===== src/rtl/unused_placeholder_none.sv =====
// Intentionally empty compilation unit kept out of the build.


===== src/rtl/vsn_pkg.sv =====
// Constants, register map and reset values of the vibration suppression control block.
// What this block does
// RL1: Stage 1 runs when its tuning field selects automatic setting.
// RL2: Host selects three-inertia mode and automatic tuning for both stages to use both.
// RL3: Stage 1 tuning field: 0 off, 1 estimator writes its four values, 2 manual.
// RL4: Stage 2 tuning field decodes the same way for its own four values.
// RL5: With both stages automatic, estimator may judge one stage optimal and enable only it.
// RL6: Each stage has its own vibration, resonance and two damping values.
// RL7: Host changes suppression values only while the motor stands still.
// RL8: Estimation may fail on small residual vibration; results are then not trusted.
// RL9: Notch filter cuts one chosen command frequency at a chosen depth, no estimation.
// RL10: Notch frequency range is 1.12 Hz to 2000 Hz only.
// RL11: A notch change during a move stays pending until stop and servo-lock.
// RL12: After servo-lock apply after 150 ms, or 500 ms if old frequency under 4.5 Hz.
// RL13: Stages are limited against model loop gain; the notch filter is not.
// RL14: Both stages and the notch filter work together on three frequencies.
// RL15: Notch frequency code 00 disables, 01 highest, 7F lowest frequency.
// RL16: Notch depth code 0 is deepest at -40 dB, shallower up to F.
package vsn_pkg;

  localparam logic [7:0]  OFF_MODE      = 8'h00;
  localparam logic [7:0]  OFF_TUNING    = 8'h04;
  localparam logic [7:0]  OFF_GAIN      = 8'h08;
  localparam logic [7:0]  OFF_PARAM     = 8'h0C;
  localparam logic [7:0]  OFF_NOTCH     = 8'h2C;
  localparam logic [7:0]  OFF_STATUS    = 8'h30;
  localparam int          NUM_PARAM     = 8;

  localparam int          TUNE1_LSB     = 0;
  localparam int          TUNE2_LSB     = 4;
  localparam int          DEPTH_LSB     = 8;

  localparam logic [1:0]  TUNE_OFF      = 2'h0;
  localparam logic [1:0]  TUNE_AUTO     = 2'h1;
  localparam logic [1:0]  TUNE_MANUAL   = 2'h2;

  localparam logic [15:0] RST_PARAM     = 16'h0000;
  localparam logic [15:0] RST_GAIN      = 16'h0000;
  localparam logic [7:0]  RST_FREQ_CODE = 8'h00;
  localparam logic [3:0]  RST_DEPTH     = 4'h0;

  localparam logic [7:0]  FREQ_CODE_MAX = 8'h7F;
  localparam logic [7:0]  FREQ_CODE_LOW = 8'h60;

  localparam logic [19:0] GAIN_K1       = 20'h00007;
  localparam logic [19:0] GAIN_K2       = 20'h0000A;
  localparam logic [19:0] GAIN_OFS2     = 20'h00032;

  localparam int          CLK_MHZ       = 250;
  localparam int          WAIT_FAST_MS  = 150;
  localparam int          WAIT_SLOW_MS  = 500;
  localparam int          WAIT_FAST_CYC = WAIT_FAST_MS * 1000 * CLK_MHZ;
  localparam int          WAIT_SLOW_CYC = WAIT_SLOW_MS * 1000 * CLK_MHZ;

  typedef enum logic [1:0] {
    VSN_IDLE,
    VSN_WAIT_LOCK,
    VSN_DELAY
  } vsn_state_t;

endpackage

===== src/rtl/vsn_ctrl.sv =====
// Vibration suppression stage control and command notch apply logic behind an APB slave.
//
// Design decisions made here: the register addresses and the APB register port.
`timescale 1ns/1ns
`default_nettype none

module vsn_ctrl
  import vsn_pkg::*;
#(
  parameter int WAIT_FAST = WAIT_FAST_CYC,
  parameter int WAIT_SLOW = WAIT_SLOW_CYC
) (
  input  wire logic        pclk,
  input  wire logic        presetn,
  input  wire logic        psel,
  input  wire logic        penable,
  input  wire logic        pwrite,
  input  wire logic [7:0]  paddr,
  input  wire logic [31:0] pwdata,
  output logic      [31:0] prdata,
  output logic             pready,
  output logic             pslverr,
  input  wire logic        motor_moving,
  input  wire logic        servo_lock,
  input  wire logic        est_valid,
  input  wire logic        est_ok,
  input  wire logic        est_stage2,
  input  wire logic        est_single,
  input  wire logic        est_single_stage2,
  input  wire logic [15:0] est_vib_freq,
  input  wire logic [15:0] est_res_freq,
  input  wire logic [15:0] est_vib_damping,
  input  wire logic [15:0] est_res_damping,
  output logic             stage1_en,
  output logic             stage2_en,
  output logic      [15:0] stage1_vib_freq,
  output logic      [15:0] stage1_res_freq,
  output logic      [15:0] stage1_vib_damping,
  output logic      [15:0] stage1_res_damping,
  output logic      [15:0] stage2_vib_freq,
  output logic      [15:0] stage2_res_freq,
  output logic      [15:0] stage2_vib_damping,
  output logic      [15:0] stage2_res_damping,
  output logic             notch_en,
  output logic      [7:0]  notch_freq_sel,
  output logic      [3:0]  notch_depth_sel
);

  ////////////////////////////////////////////////////////////////////////////////
  logic                    suppress_mode_sel;
  logic [1:0]              stage1_tuning_sel;
  logic [1:0]              stage2_tuning_sel;
  logic [15:0]             model_loop_gain;
  logic [15:0]             prm [NUM_PARAM];
  logic [7:0]              pend_freq;
  logic [3:0]              pend_depth;
  logic                    pending;
  logic                    est_done;
  logic                    est_fail;
  logic                    single_opt;
  logic                    single_s2;
  logic                    gain_ok1;
  logic                    gain_ok2;
  logic [19:0]             vib1_scaled;
  logic [19:0]             res1_scaled;
  logic [19:0]             vib2_scaled;
  logic [19:0]             res2_scaled;
  logic [19:0]             gain_ref1;
  logic [19:0]             gain_ref2;
  vsn_state_t              state;
  logic [31:0]             wait_cnt;
  logic                    setup;
  logic                    wr_en;
  logic                    mapped;
  logic                    param_hit;
  logic [2:0]              param_idx;
  logic [7:0]              param_ofs;
  logic [31:0]             rd_mux;
  logic                    s1_req;
  logic                    s2_req;
  logic                    both_auto;
  logic                    est_take1;
  logic                    est_take2;

  ////////////////////////////////////////////////////////////////////////////////
  // Zero-wait slave: the setup cycle registers the answer, the access cycle carries it.
  assign setup     = psel && !penable;
  assign wr_en     = psel && penable && pready && pwrite && !pslverr;
  assign param_ofs = paddr - OFF_PARAM;
  assign param_hit = (paddr >= OFF_PARAM) && (paddr < OFF_NOTCH) && (paddr[1:0] == 2'h0);
  assign param_idx = param_ofs[4:2];
  assign mapped    = param_hit || (paddr == OFF_MODE) || (paddr == OFF_TUNING)
                     || (paddr == OFF_GAIN) || (paddr == OFF_NOTCH)
                     || (paddr == OFF_STATUS);

  always_comb begin
    rd_mux = 32'h0000_0000;
    if (param_hit) begin
      rd_mux = {16'h0000, prm[param_idx]};
    end else if (paddr == OFF_MODE) begin
      rd_mux = {31'h0000_0000, suppress_mode_sel};
    end else if (paddr == OFF_TUNING) begin
      rd_mux[TUNE1_LSB+:2] = stage1_tuning_sel;
      rd_mux[TUNE2_LSB+:2] = stage2_tuning_sel;
    end else if (paddr == OFF_GAIN) begin
      rd_mux = {16'h0000, model_loop_gain};
    end else if (paddr == OFF_NOTCH) begin
      rd_mux[7:0]           = pend_freq;
      rd_mux[DEPTH_LSB+:4]  = pend_depth;
    end else if (paddr == OFF_STATUS) begin
      rd_mux = {12'h000, notch_depth_sel, notch_freq_sel,
                1'b0, gain_ok2, gain_ok1, est_fail, est_done, pending, stage2_en, stage1_en};
    end
  end

  always_ff @(posedge pclk or negedge presetn) begin
    if (!presetn) begin
      pready  <= 1'b0;
      pslverr <= 1'b0;
      prdata  <= 32'h0000_0000;
    end else if (setup) begin
      pready  <= 1'b1;
      pslverr <= !mapped || (pwrite && paddr == OFF_STATUS);
      prdata  <= pwrite ? 32'h0000_0000 : rd_mux;
    end else begin
      pready  <= 1'b0;
      pslverr <= 1'b0;
    end
  end

  ////////////////////////////////////////////////////////////////////////////////
  always_ff @(posedge pclk or negedge presetn) begin
    if (!presetn) begin
      suppress_mode_sel <= 1'b0;
      stage1_tuning_sel <= TUNE_OFF;
      stage2_tuning_sel <= TUNE_OFF;
      model_loop_gain   <= RST_GAIN;
    end else if (wr_en) begin
      if (paddr == OFF_MODE) begin
        suppress_mode_sel <= pwdata[0];
      end
      if (paddr == OFF_TUNING) begin
        stage1_tuning_sel <= pwdata[TUNE1_LSB+:2];
        stage2_tuning_sel <= pwdata[TUNE2_LSB+:2];
      end
      if (paddr == OFF_GAIN) begin
        model_loop_gain <= pwdata[15:0];
      end
    end
  end

  ////////////////////////////////////////////////////////////////////////////////
  // Estimates are only stored for a stage in automatic mode and only when valid. [RL3] [RL4] [RL8]
  assign est_take1 = est_valid && est_ok && !est_stage2 && stage1_tuning_sel == TUNE_AUTO;
  assign est_take2 = est_valid && est_ok && est_stage2 && stage2_tuning_sel == TUNE_AUTO;

  // Each stage owns four values; the estimator wins over a bus write in the same cycle. [RL6]
  // Values are applied live, so the host must not write them while the motor moves. [RL7]
  generate
    for (genvar i = 0; i < NUM_PARAM; i++) begin : g_prm
      always_ff @(posedge pclk or negedge presetn) begin
        if (!presetn) begin
          prm[i] <= RST_PARAM;
        end else if ((i < 4) ? est_take1 : est_take2) begin
          unique case (i % 4)
            0: prm[i] <= est_vib_freq;
            1: prm[i] <= est_res_freq;
            2: prm[i] <= est_vib_damping;
            3: prm[i] <= est_res_damping;
          endcase
        end else if (wr_en && param_hit && param_idx == 3'(i)) begin
          prm[i] <= pwdata[15:0];
        end
      end
    end
  endgenerate

  always_ff @(posedge pclk or negedge presetn) begin
    if (!presetn) begin
      est_done   <= 1'b0;
      est_fail   <= 1'b0;
      single_opt <= 1'b0;
      single_s2  <= 1'b0;
    end else if (est_valid) begin
      est_done   <= est_ok;
      est_fail   <= !est_ok;
      single_opt <= est_ok && est_single;
      single_s2  <= est_single_stage2;
    end
  end

  ////////////////////////////////////////////////////////////////////////////////
  // Stage frequencies are checked against the model loop gain; the notch is not. [RL13]
  // Products are kept 20 bits wide so ten times a full-scale frequency cannot wrap.
  assign vib1_scaled = 20'(prm[0]) * GAIN_K1;
  assign res1_scaled = 20'(prm[1]) * GAIN_K1;
  assign vib2_scaled = 20'(prm[4]) * GAIN_K2;
  assign res2_scaled = 20'(prm[5]) * GAIN_K2;
  assign gain_ref1   = 20'(model_loop_gain);
  assign gain_ref2   = 20'(model_loop_gain) + GAIN_OFS2;
  assign gain_ok1    = (vib1_scaled > gain_ref1) && (res1_scaled > gain_ref1); // [RL13]
  assign gain_ok2    = (vib2_scaled > gain_ref2) && (res2_scaled > gain_ref2); // [RL13]

  // Stage 2 exists only in three-inertia mode. [RL1] [RL3] [RL4]
  assign s1_req    = stage1_tuning_sel == TUNE_AUTO || stage1_tuning_sel == TUNE_MANUAL;
  assign s2_req    = suppress_mode_sel
                     && (stage2_tuning_sel == TUNE_AUTO || stage2_tuning_sel == TUNE_MANUAL);
  assign both_auto = suppress_mode_sel && stage1_tuning_sel == TUNE_AUTO
                     && stage2_tuning_sel == TUNE_AUTO;

  always_ff @(posedge pclk or negedge presetn) begin
    if (!presetn) begin
      stage1_en <= 1'b0;
      stage2_en <= 1'b0;
    end else if (both_auto && single_opt) begin
      stage1_en <= !single_s2 && gain_ok1; // [RL5]
      stage2_en <= single_s2 && gain_ok2; // [RL5]
    end else begin
      stage1_en <= s1_req && gain_ok1; // [RL1] [RL14]
      stage2_en <= s2_req && gain_ok2; // [RL14]
    end
  end

  ////////////////////////////////////////////////////////////////////////////////
  // A code above the table's last entry is clamped so the range stays 1.12 Hz to 2 kHz. [RL10]
  always_ff @(posedge pclk or negedge presetn) begin
    if (!presetn) begin
      pend_freq  <= RST_FREQ_CODE;
      pend_depth <= RST_DEPTH;
    end else if (wr_en && paddr == OFF_NOTCH) begin
      pend_freq  <= (pwdata[7:0] > FREQ_CODE_MAX) ? FREQ_CODE_MAX : pwdata[7:0]; // [RL10] [RL15]
      pend_depth <= pwdata[DEPTH_LSB+:4]; // [RL16]
    end
  end

  // A new write restarts the wait, so the last written setting is the one applied.
  always_ff @(posedge pclk or negedge presetn) begin
    if (!presetn) begin
      state    <= VSN_IDLE;
      pending  <= 1'b0;
      wait_cnt <= 32'h0000_0000;
    end else if (wr_en && paddr == OFF_NOTCH) begin
      state    <= VSN_WAIT_LOCK; // [RL11]
      pending  <= 1'b1;
      wait_cnt <= 32'h0000_0000;
    end else begin
      unique case (state)
        VSN_IDLE: begin
          pending <= 1'b0;
        end
        VSN_WAIT_LOCK: begin
          if (servo_lock && !motor_moving) begin
            state <= VSN_DELAY; // [RL11]
            // Old codes of 60 and up lie below 4.5 Hz and need the long wait. [RL12]
            wait_cnt <= (notch_freq_sel >= FREQ_CODE_LOW) ? 32'(WAIT_SLOW - 1)
                                                          : 32'(WAIT_FAST - 1);
          end
        end
        VSN_DELAY: begin
          if (motor_moving || !servo_lock) begin
            state <= VSN_WAIT_LOCK; // [RL11]
          end else if (wait_cnt == 32'h0000_0000) begin
            state   <= VSN_IDLE; // [RL12]
            pending <= 1'b0;
          end else begin
            wait_cnt <= wait_cnt - 32'h0000_0001; // [RL12]
          end
        end
        default: begin
          // A stray state code falls back to idle instead of hanging the apply path.
          state   <= VSN_IDLE;
          pending <= 1'b0;
        end
      endcase
    end
  end

  // The notch setting feeds the command path on its own and needs no estimate. [RL9] [RL14]
  always_ff @(posedge pclk or negedge presetn) begin
    if (!presetn) begin
      notch_freq_sel  <= RST_FREQ_CODE;
      notch_depth_sel <= RST_DEPTH;
      notch_en        <= 1'b0;
    end else if (state == VSN_DELAY && servo_lock && !motor_moving
                 && wait_cnt == 32'h0000_0000 && !(wr_en && paddr == OFF_NOTCH)) begin
      notch_freq_sel  <= pend_freq; // [RL9] [RL12]
      notch_depth_sel <= pend_depth; // [RL16]
      notch_en        <= pend_freq != RST_FREQ_CODE; // [RL15]
    end
  end

  ////////////////////////////////////////////////////////////////////////////////
  assign stage1_vib_freq    = prm[0];
  assign stage1_res_freq    = prm[1];
  assign stage1_vib_damping = prm[2];
  assign stage1_res_damping = prm[3];
  assign stage2_vib_freq    = prm[4];
  assign stage2_res_freq    = prm[5];
  assign stage2_vib_damping = prm[6];
  assign stage2_res_damping = prm[7];

endmodule

`default_nettype wire


===== config.mk =====
export PLATFORM = sky130hd
export DESIGN_NAME = vsn_ctrl
export DESIGN_NICKNAME = d
export VERILOG_FILES = /design/src/rtl/unused_placeholder_none.sv /design/src/rtl/vsn_pkg.sv /design/src/rtl/vsn_ctrl.sv
export SDC_FILE = /design/constraint.sdc
export NUM_CORES = 1
export LEC_CHECK = 0
export BUFFER_PORTS_ARGS = -buffer_cell sky130_fd_sc_hd__buf_2
export CAP_MARGIN = 20
export CORE_ASPECT_RATIO = 2
export CORE_MARGIN = 2
export CORE_UTILIZATION = 43
export DETAILED_ROUTE_END_ITERATION = 10
export RECOVER_POWER = 50
export SLEW_MARGIN = 0
export SYNTH_ARGS = -nofsm -noshare
export SYNTH_HDL_FRONTEND = slang
export SYNTH_SLANG_ARGS = --single-unit

===== constraint.sdc =====
create_clock -name pclk -period 5.35 [get_ports pclk]
set_input_delay 0.2675 -clock pclk [delete_from_list [all_inputs] [get_ports pclk]]
set_output_delay 0.2675 -clock pclk [all_outputs]
set_load 0.005 [all_outputs]

==> results.py <==
metrics = {
    "critical_path": {
        "cp_data_required_time_ps": 5770,
        "critPathLaunchType": "register",
        "cp_slowest_cell": "dfrtp_1",
        "crit_type": "reg2reg",
        "path_common_cell": "a21o_1",
        "timing.critical_path.from": "stage1_res_freq[3]",
        "slowest_delay_ps": 580,
        "cp-end-kind": "register",
        "crit_arrival_ps": 5190,
        "r2r_start": "stage1_res_freq[3]",
        "crit_path_max_fanout": 6,
        "crit_chain": "fa_1 > ha_1 > a211o_1 > o2111ai_1 > a311oi_1 > a21o_1 > a21o_1 > a21o_1 > a31oi_1 > xnor2_1 > ha_1 > nand2_1 > or2_2 > nor3_1 > nand4_1 > nand2_1 > o2111ai_1 > o32ai_1 > buf_4 > o21ai_0",
    },
    "clock_network": {
        "htreeDepth": 1,
        "cts_buffer_depth": 3,
        "worstSkewPairLatency_ps": 550,
        "clk_pin_slew_ps": 60,
        "cts.sinks": 237,
        "cts_tree": "built",
        "cts-root-buf": "clkbuf_16",
        "cts_buffers": 25,
    },
    "grt": {
        "grt_max_degree": 124,
        "use_met1_pct": 32.3,
        "grt_use_met2_pct": 55.0,
        "grt_use_met3_pct": 5.27,
        "grt_usage_pct": 31.5,
        "gr-max-usage-layer": "met2",
        "grt_antenna_before_repair": 11,
        "grt_pass1_vias": 15900,
        "grt_overflow_total": 0,
        "grt_pass1_wl_um": 100000,
    },
    "power_and_ir_drop": {
        "p_comb_share_pct": 11.4,
        "p_clk_share_pct": 40.8,
        "swShare_pct": 27.1,
        "p_per_area_nw_per_um2": 202,
        "power_leakage_uw": 0.0110,
        "vdd_drop_max_mv": 0.224,
        "p_switching_uw": 1110,
        "seqPwrFrac_pct": 47.9,
        "power_uw": 4090,
        "p_int_uw": 2980,
    },
    "timing": {
        "slew-limit-headroom_pct": -113,
        "tightest_slew_ps": 3200,
        "finalSetupTns_ps": 0,
        "hold_viol_final": 1,
        "rsz0062_at_grt": "false",
        "finClkSkew_ps": 9.50,
        "setup_viol_count_final": 0,
        "slew_viol_final": 240,
        "final.min_clock_period_ps": 4760,
        "period_share_pct": 89.0,
        "whs_ps": -3.36,
        "clock.fmax_mhz": 210,
    },
    "yosys": {
        "yosys.area.top_type_share_pct": 33.7,
        "synth_common_cells": "dfrtp_1 (237), a21oi_1 (222), nor2_1 (221)",
        "synth_area_per_cell_sq_um": 9.54,
        "ys_ff_latch": 237,
        "synth-main-ff-cell": "dfrtp_1",
        "yosys_warnings": 0,
        "ys_seq_area_share_pct": 33.7,
        "yosys.area.top_type": "dfrtp_1",
        "syn_inst": 1847,
        "synth_edf_count": 0,
        "synth_most_common_cell": "dfrtp_1",
        "synth_cell_types": 77,
        "syn_area_sq_um": 17600,
        "synth_area_leaders": "dfrtp_1 (34%), ha_1 (12%), mux2i_1 (8.4%)",
        "async_reset_ff_share_pct": 100,
    },
    "detailed_routing": {
        "viasPerCell": 5.98,
        "final_antenna_net_count": 0,
        "drcViolationCount": 0,
        "num_vias": 15900,
        "route.final.wire_length_um": 68600,
        "wl_per_cell_um": 25.8,
        "drt-pass1-iter-count": 5,
        "drt-initial-drc-count": 869,
    },
    "layout": {
        "syn2layout_area_growth_pct": 15.1,
        "layout-drive-gt1-share_pct": 14.0,
        "utilization_pct": 50.3,
        "nets": 2421,
    },
    "placement": {
        "place_congestion": 1.03,
        "portBuffers": 264,
        "place_hpwl_um": 54100,
    },
    "floorplanning": {
        "coreArea_sq_um": 40300,
        "boundaryPins": 293,
        "die_area_sq_um": 42700,
        "fp.dieH_um": 290,
        "start_util_pct": 43.7,
        "row_count": 104,
        "die_w_um": 147,
    },
    "run_status": {
        "status": "finished, violations left",
        "violations": "hold timing, capacitance limit, slew limit",
    },
    "worst_hold_path": {
        "hp-class": "in2reg",
        "hold_start": "est_ok",
    },
    "flow_run": {
        "max-cap-violations": 2,
    },
}
==> registers in the layout, summed over array words and instances (netlist names), 16 cells and up <==
name,cells
model_loop_gain,16
stage2_res_damping,16
prdata,20
stage2_vib_freq,16
stage1_res_damping,16
stage2_vib_damping,16
stage2_res_freq,16
wait_cnt,32
stage1_res_freq,16
stage1_vib_damping,16
stage1_vib_freq,16
==> metrics by stage <==
| stage | cell area [sq um] | cells | worst slack (ps) | hold slack [ps] |
|---|---|---|---|---|
| 2_1_floorplan | 17700 | 1858 | 1210 | -28.1 |
| 4_1_cts | 20500 | 2651 | 627 | 1.11 |
| 5_1_grt | 20300 | 2652 | 138 | 7.77 |
| 3_3_place_gp | 19500 | 2585 | 701 | 431 |
| 6_report | 20300 | 2656 | 588 | -3.36 |
| 3_5_place_dp | 19500 | 2585 | 642 | 434 |
==> cells by family (layout without fill, tap and decap cells) <==
logic type	count (synthesis)	count (layout)	synth area share, %
simple gates	503	503	13.5
flops	237	237	33.7
xor+xnor	67	67	3.33
other cells	1	17	0.0213
compound gates	478	478	16.2
buf+inv	163	426	3.92
fa+ha+maj	200	200	15.7
mux	198	198	13.7
==> power by group through the flow <==
stage	clock network, uW	registers, uW	logic [uW]
global placement	0	1980	444
floorplan	0	1960	266
finish	1670	1960	465
CTS	1690	1950	469
global route	1750	1970	505
detailed placement	0	1980	453
==> worst max-delay path: cells and delay by family, from the launching register on <==
kind            cells  cell delay [ps]
buf+inv             1              200
simple gates        5              790
flops               1              580
compound gates     10             1780
xor+xnor            1              100
fa+ha+maj           3             1170
==> layout by cell type, fill, tap and decap left out, types with 13 or more instances in the layout <==
cell type,instances
clkbuf_16,25
ha_1,165
dlygate4sd3_1,23
nand3_1,30
o21ai_0,90
nand2b_1,18
buf_2,159
clkbuf_1,132
nand2_1,99
a21o_1,30
buf_4,21
o22ai_1,13
inv_1,58
a22oi_1,13
a211oi_1,19
nor2_1,221
mux2_2,18
a22o_1,23
a21oi_1,222
nand4_1,21
fa_1,34
nor3_1,27
mux2i_1,148
dfrtp_1,237
xor2_1,17
xnor2_1,49
mux4_2,32
==> area by class of cell <==
class | instances | area [sq um]
Fill cell | 3910 | 20100
Multi-Input combinational cell | 1458 | 11100
Sequential cell | 237 | 5930
Timing Repair Buffer | 325 | 1650
Clock buffer | 42 | 739
Tap cell | 530 | 663
Inverter | 58 | 218
Antenna cell | 5 | 12.5
Clock inverter | 1 | 7.51
==> layer usage <==
metal,vias to the layer above,share of wire [%]
li1,7223,-
met1,7681,33
met2,722,49
met3,248,6.5
met4,14,11
met5,-,0.13
==> timing repair <==
action	CTS	global route
endpoints found under the hold margin	148	0
hold buffers	23	0
gates resized for setup	0	0
setup buffers	0	0
==> path summary, 6_finish.rpt <==
path                                        to  slack [ps]  cells past startpoint
setup / recovery                     prdata[5]         590                     20
hold / removal                        est_fail          -3                      2
setup reg to reg                     prdata[5]         590                     20
hold reg to reg                     prdata[16]         480                      2
max in group asynchronous  stage1_vib_freq[13]         870                      3
min in group asynchronous           prdata[16]        1280                      2
Note: power is estimated with default switching activity, not from simulation.
